$ cat src/hw/acc_regs.svh
// Register offsets, field positions and reset values of the comparator control block
`ifndef ACC_REGS_SVH
`define ACC_REGS_SVH
`define ACC_OFF_CSR      12'h000
`define ACC_OFF_CONV_B   12'h004
`define ACC_OFF_DIDR     12'h008
`define ACC_OFF_CHAN     12'h00C
`define ACC_OFF_CONV_A   12'h010
`define ACC_OFF_IRQ_STAT 12'h014
`define ACC_OFF_IRQ_MASK 12'h018
`define ACC_CSR_MODE_LO  0
`define ACC_CSR_MODE_HI  1
`define ACC_CSR_RSVD     2
`define ACC_CSR_IE       3
`define ACC_CSR_FLAG     4
`define ACC_CSR_RESULT   5
`define ACC_CSR_REFSEL   6
`define ACC_CSR_OFF      7
`define ACC_CONVB_MUXEN  6
`define ACC_CONVA_ON     7
`define ACC_DIDR_POS     0
`define ACC_DIDR_NEG     1
`define ACC_CSR_RESET    8'h00
`define ACC_DIDR_RESET   2'h0
`define ACC_MODE_TOGGLE  2'h0
`define ACC_MODE_RSVD    2'h1
`define ACC_MODE_FALL    2'h2
`define ACC_MODE_RISE    2'h3
`define ACC_SYNC_STAGES  2
`endif

$ cat src/hw/acc_pkg.sv
// Types of the comparator control block
package acc_pkg;
    typedef struct packed {
        logic        sync1;
        logic        sync2;
        logic        prev;
        logic        off;
        logic        refsel;
        logic        flag;
        logic        ie;
        logic [1:0]  mode;
        logic        mux_en;
        logic [1:0]  buf_off;
        logic        conv_on;
        logic [1:0]  chan;
        logic        mask;
        logic [31:0] prdata;
        logic [1:0]  pin_val;
    } acc_state_t;
endpackage

$ cat src/hw/acc_top.sv
// Comparator control and status logic with APB register access
//
// Function
// - result high when positive above negative
// - result synchronised, two cycles behind compare
// - mode field picks toggle, fall, rise
// - chosen edge sets event flag
// - flag clears on vector or written one
// - interrupt needs flag, enable, mask bit, global enable
// - disable bit switches comparator off
// - reference select feeds bandgap to positive
// - reserved bit two reads zero
// - mux enable routes converter pin negative
// - buffer off bit forces pin zero
// - converter on blocks multiplexer borrowing
//
// The APB register port and the register offsets are this design's own decisions.
`timescale 1ns/1ps
`include "acc_regs.svh"

module acc_top #(
    parameter int AW = 10
) (
    // Clock and reset
    input  wire logic          clk_sys,
    input  wire logic          rstn,
    // APB slave
    input  wire logic          psel,
    input  wire logic          penable,
    input  wire logic          pwrite,
    input  wire logic [11:0]   paddr,
    input  wire logic [31:0]   pwdata,
    input  wire logic [3:0]    pstrb,
    output logic               pready,
    output logic [31:0]        prdata,
    output logic               pslverr,
    // Analog levels, sampled as words
    input  wire logic [AW-1:0] positive_input_pin,
    input  wire logic [AW-1:0] negative_input_pin,
    input  wire logic [AW-1:0] bandgap_level,
    input  wire logic [AW-1:0] converter_input_pins [4],
    // Digital side of the comparator pins
    input  wire logic          pos_pin_digital,
    input  wire logic          neg_pin_digital,
    output logic [1:0]         port_pin_value,
    output logic [1:0]         pin_buffer_off,
    // Interrupt system
    input  wire logic          global_irq_enable,
    input  wire logic          vector_taken,
    output logic               compare_irq,
    // Status
    output logic               compare_result,
    output logic               comparator_off
);

    ////////////////////////////////////////////////////////////////////////////
    acc_pkg::acc_state_t q;
    acc_pkg::acc_state_t d;
    logic          raw_cmp;
    logic [AW-1:0] pos_level;
    logic [AW-1:0] neg_level;
    logic          neg_from_mux;
    logic          event_pulse;
    logic          rd_setup;
    logic          wr_done;
    logic          addr_ok;
    logic          w1c_flag;
    logic [31:0]   rd_word;

    function automatic logic known_addr(input logic [11:0] a);
        unique case (a)
            `ACC_OFF_CSR, `ACC_OFF_CONV_B, `ACC_OFF_DIDR, `ACC_OFF_CHAN,
            `ACC_OFF_CONV_A, `ACC_OFF_IRQ_STAT, `ACC_OFF_IRQ_MASK: known_addr = 1'b1;
            default: known_addr = 1'b0;
        endcase
    endfunction

    ////////////////////////////////////////////////////////////////////////////
    // Input selection and compare
    // Multiplexer only borrowed while the converter is off
    assign neg_from_mux = q.mux_en && !q.conv_on;
    assign neg_level    = neg_from_mux ? converter_input_pins[q.chan]
                                       : negative_input_pin;
    assign pos_level    = q.refsel ? bandgap_level : positive_input_pin;
    // Powered-down comparator rests low
    assign raw_cmp      = !q.off && (pos_level > neg_level);

    // Edge selection on the synchronised result
    always_comb begin
        unique case (q.mode)
            `ACC_MODE_TOGGLE: event_pulse = q.sync2 != q.prev;
            `ACC_MODE_FALL:   event_pulse = q.prev && !q.sync2;
            `ACC_MODE_RISE:   event_pulse = !q.prev && q.sync2;
            default:          event_pulse = 1'b0;
        endcase
    end

    ////////////////////////////////////////////////////////////////////////////
    // Bus decode
    assign addr_ok  = known_addr(paddr);
    assign rd_setup = psel && !penable && !pwrite;
    assign wr_done  = psel && penable && pwrite && addr_ok && pstrb[0];
    assign w1c_flag = wr_done && pwdata[`ACC_CSR_FLAG]
                      && (paddr == `ACC_OFF_CSR || paddr == `ACC_OFF_IRQ_STAT);

    always_comb begin
        rd_word = 32'h0000_0000;
        unique case (paddr)
            `ACC_OFF_CSR: begin
                rd_word[`ACC_CSR_OFF]     = q.off;
                rd_word[`ACC_CSR_REFSEL]  = q.refsel;
                rd_word[`ACC_CSR_RESULT]  = q.sync2;
                rd_word[`ACC_CSR_FLAG]    = q.flag;
                rd_word[`ACC_CSR_IE]      = q.ie;
                rd_word[`ACC_CSR_RSVD]    = 1'b0;
                rd_word[`ACC_CSR_MODE_HI] = q.mode[1];
                rd_word[`ACC_CSR_MODE_LO] = q.mode[0];
            end
            `ACC_OFF_CONV_B:   rd_word[`ACC_CONVB_MUXEN] = q.mux_en;
            `ACC_OFF_DIDR:     rd_word[1:0] = q.buf_off;
            `ACC_OFF_CHAN:     rd_word[1:0] = q.chan;
            `ACC_OFF_CONV_A:   rd_word[`ACC_CONVA_ON] = q.conv_on;
            `ACC_OFF_IRQ_STAT: rd_word[`ACC_CSR_FLAG] = q.flag;
            `ACC_OFF_IRQ_MASK: rd_word[`ACC_CSR_FLAG] = q.mask;
            default:           rd_word = 32'h0000_0000;
        endcase
    end

    ////////////////////////////////////////////////////////////////////////////
    // Next state
    always_comb begin
        d = q;
        // Two stages; first stage feeds only the second
        d.sync1 = raw_cmp;
        d.sync2 = q.sync1;
        d.prev  = q.sync2;
        // Set wins over either clear so no edge is lost
        if (event_pulse) begin
            d.flag = 1'b1;
        end else if (vector_taken || w1c_flag) begin
            d.flag = 1'b0;
        end
        if (wr_done) begin
            unique case (paddr)
                `ACC_OFF_CSR: begin
                    d.off    = pwdata[`ACC_CSR_OFF];
                    d.refsel = pwdata[`ACC_CSR_REFSEL];
                    d.ie     = pwdata[`ACC_CSR_IE];
                    d.mode   = pwdata[`ACC_CSR_MODE_HI:`ACC_CSR_MODE_LO];
                end
                `ACC_OFF_CONV_B:   d.mux_en  = pwdata[`ACC_CONVB_MUXEN];
                `ACC_OFF_DIDR:     d.buf_off = pwdata[1:0];
                `ACC_OFF_CHAN:     d.chan    = pwdata[1:0];
                `ACC_OFF_CONV_A:   d.conv_on = pwdata[`ACC_CONVA_ON];
                `ACC_OFF_IRQ_MASK: d.mask    = pwdata[`ACC_CSR_FLAG];
                default:           d.mask    = q.mask;
            endcase
        end
        // Read data captured in setup, so access phase never waits
        if (rd_setup) begin
            d.prdata = rd_word;
        end
        d.pin_val[`ACC_DIDR_POS] = pos_pin_digital && !q.buf_off[`ACC_DIDR_POS];
        d.pin_val[`ACC_DIDR_NEG] = neg_pin_digital && !q.buf_off[`ACC_DIDR_NEG];
    end

    always_ff @(posedge clk_sys) begin
        if (!rstn) begin
            q <= '0;
        end else begin
            q <= d;
        end
    end

    ////////////////////////////////////////////////////////////////////////////
    // Outputs
    assign pready         = 1'b1;
    assign pslverr        = psel && penable && !addr_ok;
    assign prdata         = q.prdata;
    // Flag stays visible while masked; only the line is gated
    assign compare_irq    = q.flag && q.ie && global_irq_enable && q.mask;
    assign compare_result = q.sync2;
    assign comparator_off = q.off;
    assign port_pin_value = q.pin_val;
    assign pin_buffer_off = q.buf_off;
endmodule

$ cat config.mk
export PLATFORM = sky130hd
export DESIGN_NAME = acc_top
export DESIGN_NICKNAME = d
export VERILOG_FILES = /design/src/hw/acc_pkg.sv /design/src/hw/acc_top.sv
export VERILOG_INCLUDE_DIRS = /design/src /design/src/hw
export SDC_FILE = /design/constraint.sdc
export NUM_CORES = 1
export LEC_CHECK = 0
export BUFFER_PORTS_ARGS = -buffer_cell sky130_fd_sc_hd__buf_2
export CAP_MARGIN = 20
export CORE_UTILIZATION = 41
export CTS_BUF_LIST = sky130_fd_sc_hd__clkbuf_4
export CTS_CLUSTER_SIZE = 10
export DETAILED_ROUTE_END_ITERATION = 10
export MAX_ROUTING_LAYER = met4
export PLACE_DENSITY = 0.93
export SYNTH_ARGS = -nofsm -noshare
export SYNTH_HDL_FRONTEND = slang
export SYNTH_SLANG_ARGS = --single-unit
$ cat constraint.sdc
create_clock -name clk_sys -period 3.5 [get_ports clk_sys]
set_input_delay 0.175 -clock clk_sys [delete_from_list [all_inputs] [get_ports clk_sys]]
set_output_delay 0.175 -clock clk_sys [all_outputs]
set_load 0.01 [all_outputs]
==> results.md, run 1 <==
* ANT cells at 0
* Detailed-route via count at 2002
* DRT antenna net count at 0
* Post-synthesis sequential area ratio at 23.3%
* Post-layout min period at 2.51 ns
* CTS tree: built
* Placement row count at 25
* Slew @ Worst Pin at 0.592 ns
* DR WL/cell at 12.8 um
* Core area at 4880 sq um
* CTS Root Buffer Type: clkbuf_4
* PortBufs at 112
* Drt drc at 0
* Share of post-route cells with drive strength above 1 at 43.6%
* Top FF cell, synth: dfxtp_1
* Post-CTS sizing at 0
* GP Congestion at 0.827
* Clock Path Buffers at 2
* CP startpoint kind: flip-flop
* Crit. End Element: flip-flop
* Ports at 168
* Hold Vio Cnt, Final at 0
* Die Wd at 74.4 um
* Num CTS Buffers at 3
* Top post-synthesis cells by area: dfxtp_1 (23%), buf_4 (13%), mux2i_1 (11%), mux4_2 (10%), ha_1 (7.0%)
* Warnings from Yosys at 0
* Crit Path Max Fanout at 9
* Final nets at 468
* Clk sinks at 25
* Top delay family on crit path: multiplexers
* Post-Synthesis Cells at 234
* Design area at 2610 sq um
* Final setup viols at 0
* Post-CTS setup buffers at 0
* Drt via density at 5.07
* Post-route clock period utilization at 71.7%
* Starting DRT DRC Count at 114
* Die area at 5530 sq um
* VDD IR max at 0.113 mV
* Synthesized area at 2150 sq um
* Instance area after placement at 2580 sq um
* Post-DP HPWL at 4.18 mm
* Vias in the first global route at 1911
* Largest net degree at the start of global routing at 28
* Avg Inst Size Synth at 9.18 sq um
* Headroom to the max-slew limit at 60.5%
* Unrepaired setup endpoints after global routing: false
* Hold Path Class: in -> reg
* Fin worst setup slack at 0.991 ns
* First-pass GRT wire length at 7.98 mm
* H-Tree Depth at 1
* CP Class: reg -> reg
* GR Overflow Total at 0
* Total track usage at 19.4%
* Critical path, cell by cell: mux4_2, mux2i_1, ha_1, and3_1, a221oi_1, a21o_1, a21oi_1
* Critical Path RT at 3.72 ns
* Fmax at 0.399 GHz
* Bufs and invs on worst path at 0
* Max-cap violations at 0
* Synth top area share at 23.3%
* Hold Buf Count CTS at 0
* Leakage Power at 1.28 nW
* Initial antenna violation count at 0
* Place WS at 0.995 ns
* Slowest cell on crit path: dfxtp_1
* Final wirelength at 5.06 mm
* Worst EP arrival at 2.73 ns
* Outcome: complete, no violations
* Cell accounting for the most synthesized area: dfxtp_1
* Area delta synth->final at 21.4%
* Post-synth EDFFs at 0
* Slowest cell delay on critical path at 0.66 ns
* Async SR Flop Fraction at 0%
* Pre-antenna DRT Iters at 4
* Number of synthesized register bits at 25
* Pwr/cell area at 219 nW/um^2
* Clock-pin slew on the worst setup and hold paths at 0.12 ns
* Post-synthesis cell type count at 42
* Slew Viols, Final at 0
* Number of fill cells in the layout at 447
* Fin Clk Skew at 0.0101 ns
* Setup_tns at 0 ns
* Vert. Die Dim at 74.4 um
* Clock Latency Late Sink at 0.33 ns
* Initial Utilization at 44.0%
synth_stat cells, types with 2 or more instances:
cell type,n
buf_4,37
dfxtp_1,25
mux2i_1,24
nand2_1,23
nand3_1,15
ha_1,12
mux2_2,11
mux4_2,10
nor2_1,9
clkbuf_1,7
inv_1,6
a21oi_1,5
o21ai_0,5
a21o_1,4
buf_1,4
nand3b_1,3
nor3_1,3
or3_1,3
a211oi_1,2
conb_1,2
nor2b_1,2
o41ai_1,2
worst paths after layout:
check | from | end | slack [ns] | depth (start not counted)
setup / recovery | q[35] | d[48] | 0.99 | 7
hold / removal | neg_pin_digital | port_pin_value[1] | 0.05 | 3
setup reg to reg | q[35] | d[48] | 0.99 | 7
hold reg to reg | prdata[4] | prdata[4] | 0.46 | 2
power by group:
part           switching, mW  total [mW]  internal (mW)
Clock                 0.0860       0.139         0.0525
Sequential           0.00149       0.290          0.289
Combinational         0.0705       0.144         0.0733
Total                  0.158       0.572          0.414
layout make-up:
cell class / count / area [sq um] / share of cell area [%]
repair buffers: 114 / 576 / 22.1
well taps: 67 / 83.8 / 3.21
clock buffers: 4 / 30.0 / 1.15
flip-flops and latches: 25 / 500 / 19.2
multi-input cells: 178 / 1390 / 53.4
inverters: 7 / 26.3 / 1.01
sequential cells by signal, summed over array words and instances, names as in the netlist:
register / cells
q: 11
pin_buffer_off: 2
prdata: 7
d: 1
port_pin_value: 2
comparator_off: 1
compare_result: 1
per-layer routing:
layer / track usage [%] / wire length, um / vias up
li1: - / - / 979
met1: 20.6 / 2020 / 934
met2: 36.8 / 2730 / 82
met3: 1.36 / 233 / 7
met4: 7.97 / 70 / 0
met5: - / 0 / -
cells by family after synthesis:
| kind of cell | count (synthesis) | synth area share [%] |
|---|---|---|
| compound gates | 26 | 8.57 |
| other cells | 2 | 0.350 |
| fa+ha+maj | 12 | 6.99 |
| flops | 25 | 23.3 |
| mux | 45 | 27.4 |
| simple gates | 68 | 16.8 |
| buf+inv | 55 | 16.1 |
| xor+xnor | 1 | 0.408 |
layout by cell type, fill, tap and decap left out, types with 4 or more instances in the layout:
cell      synthesis  layout
nor2_1            9       9
mux4_2           10      10
a21oi_1           5       5
buf_2             0     112
inv_1             6       6
o21ai_0           5       5
ha_1             12      12
nand2_1          23      23
mux2_2           11      11
nand3_1          15      15
clkbuf_4          0       4
dfxtp_1          25      25
conb_1            2      26
mux2i_1          24      24
a21o_1            4       4
worst register-to-register path: stages, from the launching register on:
cell	delay, ns
dfxtp_1	0.66
mux4_2	0.58
mux2i_1	0.18
ha_1	0.26
and3_1	0.17
a221oi_1	0.32
a21o_1	0.17
a21oi_1	0.06
through the flow:
step | utilization [%] | hold WS [ns] | total power [mW] | cells
floorplan | - | 0.289 | 0.395 | 258
CTS | 53.4 | 0.0506 | 0.574 | 395
global placement | 52.8 | 0.392 | 0.434 | 391
finish | 53.4 | 0.0509 | 0.572 | 395
detailed placement | 52.8 | 0.400 | 0.439 | 391
global route | 53.4 | 0.0330 | 0.606 | 395
Power figures use the tool's default switching activity.
==> run 2: changes to the inputs <==
Settings changed: CORE_UTILIZATION 41 to 37, PLACE_DENSITY 0.93 to 0.89.
Clock period 3.5 ns to 2.06 ns, I/O delays scaled along.
==> results.md, run 2 (same netlist as run 1, synthesis figures left out) <==
* Outcome: complete, but fails checks
* Failing checks: negative setup slack
* Initial Utilization at 38.8% (-5.2 points)
* Crit. End Element: flip-flop
* Largest net degree at the start of global routing at 27 (-3.6%)
* Initial antenna violation count at 0 (unchanged)
* Register bank with the most flops: q
* Setup_tns at -0.106 ns (-0.106 ns)
* Top delay family on crit path: multiplexers
* CTS tree: built
* GP Congestion at 0.783 (-5.3%)
* Largest register FFs at 11 (unchanged)
* Non-filler instance count after layout at 413 (+4.6%)
* GR Overflow Total at 0 (unchanged)
* CTS Root Buffer Type: clkbuf_4
* Unrepaired setup endpoints after global routing: true
* Place WS at -0.104 ns (-1.10 ns)
* Slew Viols, Final at 0 (unchanged)
* Busiest grt layer: met2
* Placement row count at 27 (+8.0%)
* Clock Latency Late Sink at 0.33 ns (about the same)
* Placed insts at 405 (+3.6%)
* Fin Clk Skew at 0.00162 ns (-0.00843 ns)
* Drt drc at 0 (unchanged)
* Fin worst setup slack at -0.106 ns (-1.10 ns)
* Worst EP arrival at 2.40 ns (-0.33 ns)
* Met2 usage at 33.3% (-3.5 points)
* Fmax at 0.462 GHz (+16%)
* Pre-antenna DRT Iters at 4 (unchanged)
* Final setup viols at 1 (+1)
* Clk sinks at 25 (unchanged)
* Vert. Die Dim at 78.2 um (+5.1%)
* Post-layout min period at 2.17 ns (-0.343 ns)
* Vias in the first global route at 1923 (+0.63%)
* Hold_sp: pwdata[4]
* Final nets at 481 (+2.8%)
* Design area at 2770 sq um (+6.2%)
* Bufs and invs on worst path at 0 (unchanged)
* PortBufs at 112 (unchanged)
* Met3 Resource Use GR at 2.09% (+0.74 points)
* Worst Hold Path Cells at 2 (-1)
* Starting DRT DRC Count at 88 (-23%)
* ANT cells at 0 (unchanged)
* Clock Path Buffers at 2 (unchanged)
* CP startpoint kind: flip-flop
* DRT antenna net count at 0 (unchanged)
* Crit Path Max Fanout at 7 (-2)
* CP Class: reg -> reg
* Critical path startpoint: q[35]
* Total track usage at 18.0% (-1.5 points)
* Die Wd at 78.2 um (+5.1%)
* Met1 Usage GRT at 19.7% (-0.95 points)
* Die area at 6110 sq um (+11%)
* Area delta synth->final at 29.0%
* Max-cap violations at 0 (unchanged)
* DR WL/cell at 12.9 um (+1.1%)
* Most common cell after layout, fill and taps aside: buf_2
* Leakage Power at 1.36 nW (+5.8%)
* Instance area after placement at 2700 sq um (+4.9%)
* Crit path depth at 7 (unchanged)
* Commonest non-fill, non-tap cells in the layout: buf_2 (112), conb_1 (26), mux2i_1 (24), dfxtp_1 (24), nand2_1 (23)
* Post-CTS sizing at 0 (unchanged)
* Slowest cell delay on critical path at 0.50 ns (-0.16 ns)
* Pwr/cell area at 356 nW/um^2 (+62%)
* Post-route clock period utilization at 105% (+33 points)
* Clock-pin slew on the worst setup and hold paths at 0.14 ns (+0.02 ns)
* Slowest cell on crit path: mux4_2
* Share of post-route cells with drive strength above 1 at 45.7% (+2.2 points)
* Worst R2R Path Depth at 7 (unchanged)
* Post-DP HPWL at 4.46 mm (+6.8%)
* Final wirelength at 5.35 mm (+5.7%)
* Hold Path Class: in -> reg
* H-Tree Depth at 1 (unchanged)
* Reg2Reg Launch Point: q[35]
* VDD IR max at 0.197 mV (+75%)
* Critical path, cell by cell: mux4_2, mux2i_1, ha_1, and3_4, a221oi_2, a21o_1, a21oi_1
* Num CTS Buffers at 3 (unchanged)
* Drt via density at 4.91 (-3.2%)
* Ports at 168 (unchanged)
* Core area at 5540 sq um (+14%)
* First-pass GRT wire length at 8.47 mm (+6.2%)
* Hold Vio Cnt, Final at 0 (unchanged)
* Critical Path RT at 2.29 ns (-1.43 ns)
* Detailed-route via count at 2026 (+1.2%)
-- run 2: report_power, final --
group,leakage (nW),switching [mW],internal (mW)
logic,1.13,0.125,0.137
registers,0.203,0.00273,0.489
clock network,0.0177,0.160,0.0731
-- run 2: worst register-to-register path, cell delays in order, from the launching register on --
cell and delay [ns]:
dfxtp_4 0.45, mux4_2 0.51, mux2i_1 0.18, ha_1 0.26, and3_4 0.19, a221oi_2 0.27, a21o_1 0.15, a21oi_1 0.05
-- run 2: metal layers --
layer  part of all wire [%]  wire length (um)
met1                     37              1980
met2                     55              2950
met3                    6.0               321
met4                    1.7                89
met5                      0                 0
-- run 2: worst paths after layout --
check              end  slack, ns
min              q[34]       0.02
max              d[48]      -0.11
min reg2reg  prdata[4]       0.47
max reg2reg      d[48]      -0.11
-- run 2: cell type report --
type	instances	area, sq um
Clock inverter	1	5.00
Fill cell	559	2770
Inverter	7	26.3
Tap cell	72	90.1
Sequential cell	25	504
Clock buffer	3	22.5
Timing Repair Buffer	127	718
Multi-Input combinational cell	178	1400
-- run 2: metrics by stage --
step	power, mW	utilization [%]	hold slack, ns
after floorplan	0.675	-	0.217
after global placement	0.749	48.8	0.323
after detailed placement	0.759	48.8	0.331
after CTS	0.988	49.8	0.0194
after global routing	1.05	50.0	0.0316
final	0.987	50.0	0.0194
-- run 2: timing repair --
| action | in CTS | in global routing |
|---|---|---|
| pin swaps | 3 | 5 |
| hold endpoints to repair | 3 | 0 |
| gates cloned | 0 | 0 |
| endpoints found under the setup margin | 1 | 1 |
| hold buffers | 3 | 0 |
| buffers inserted | 0 | 1 |
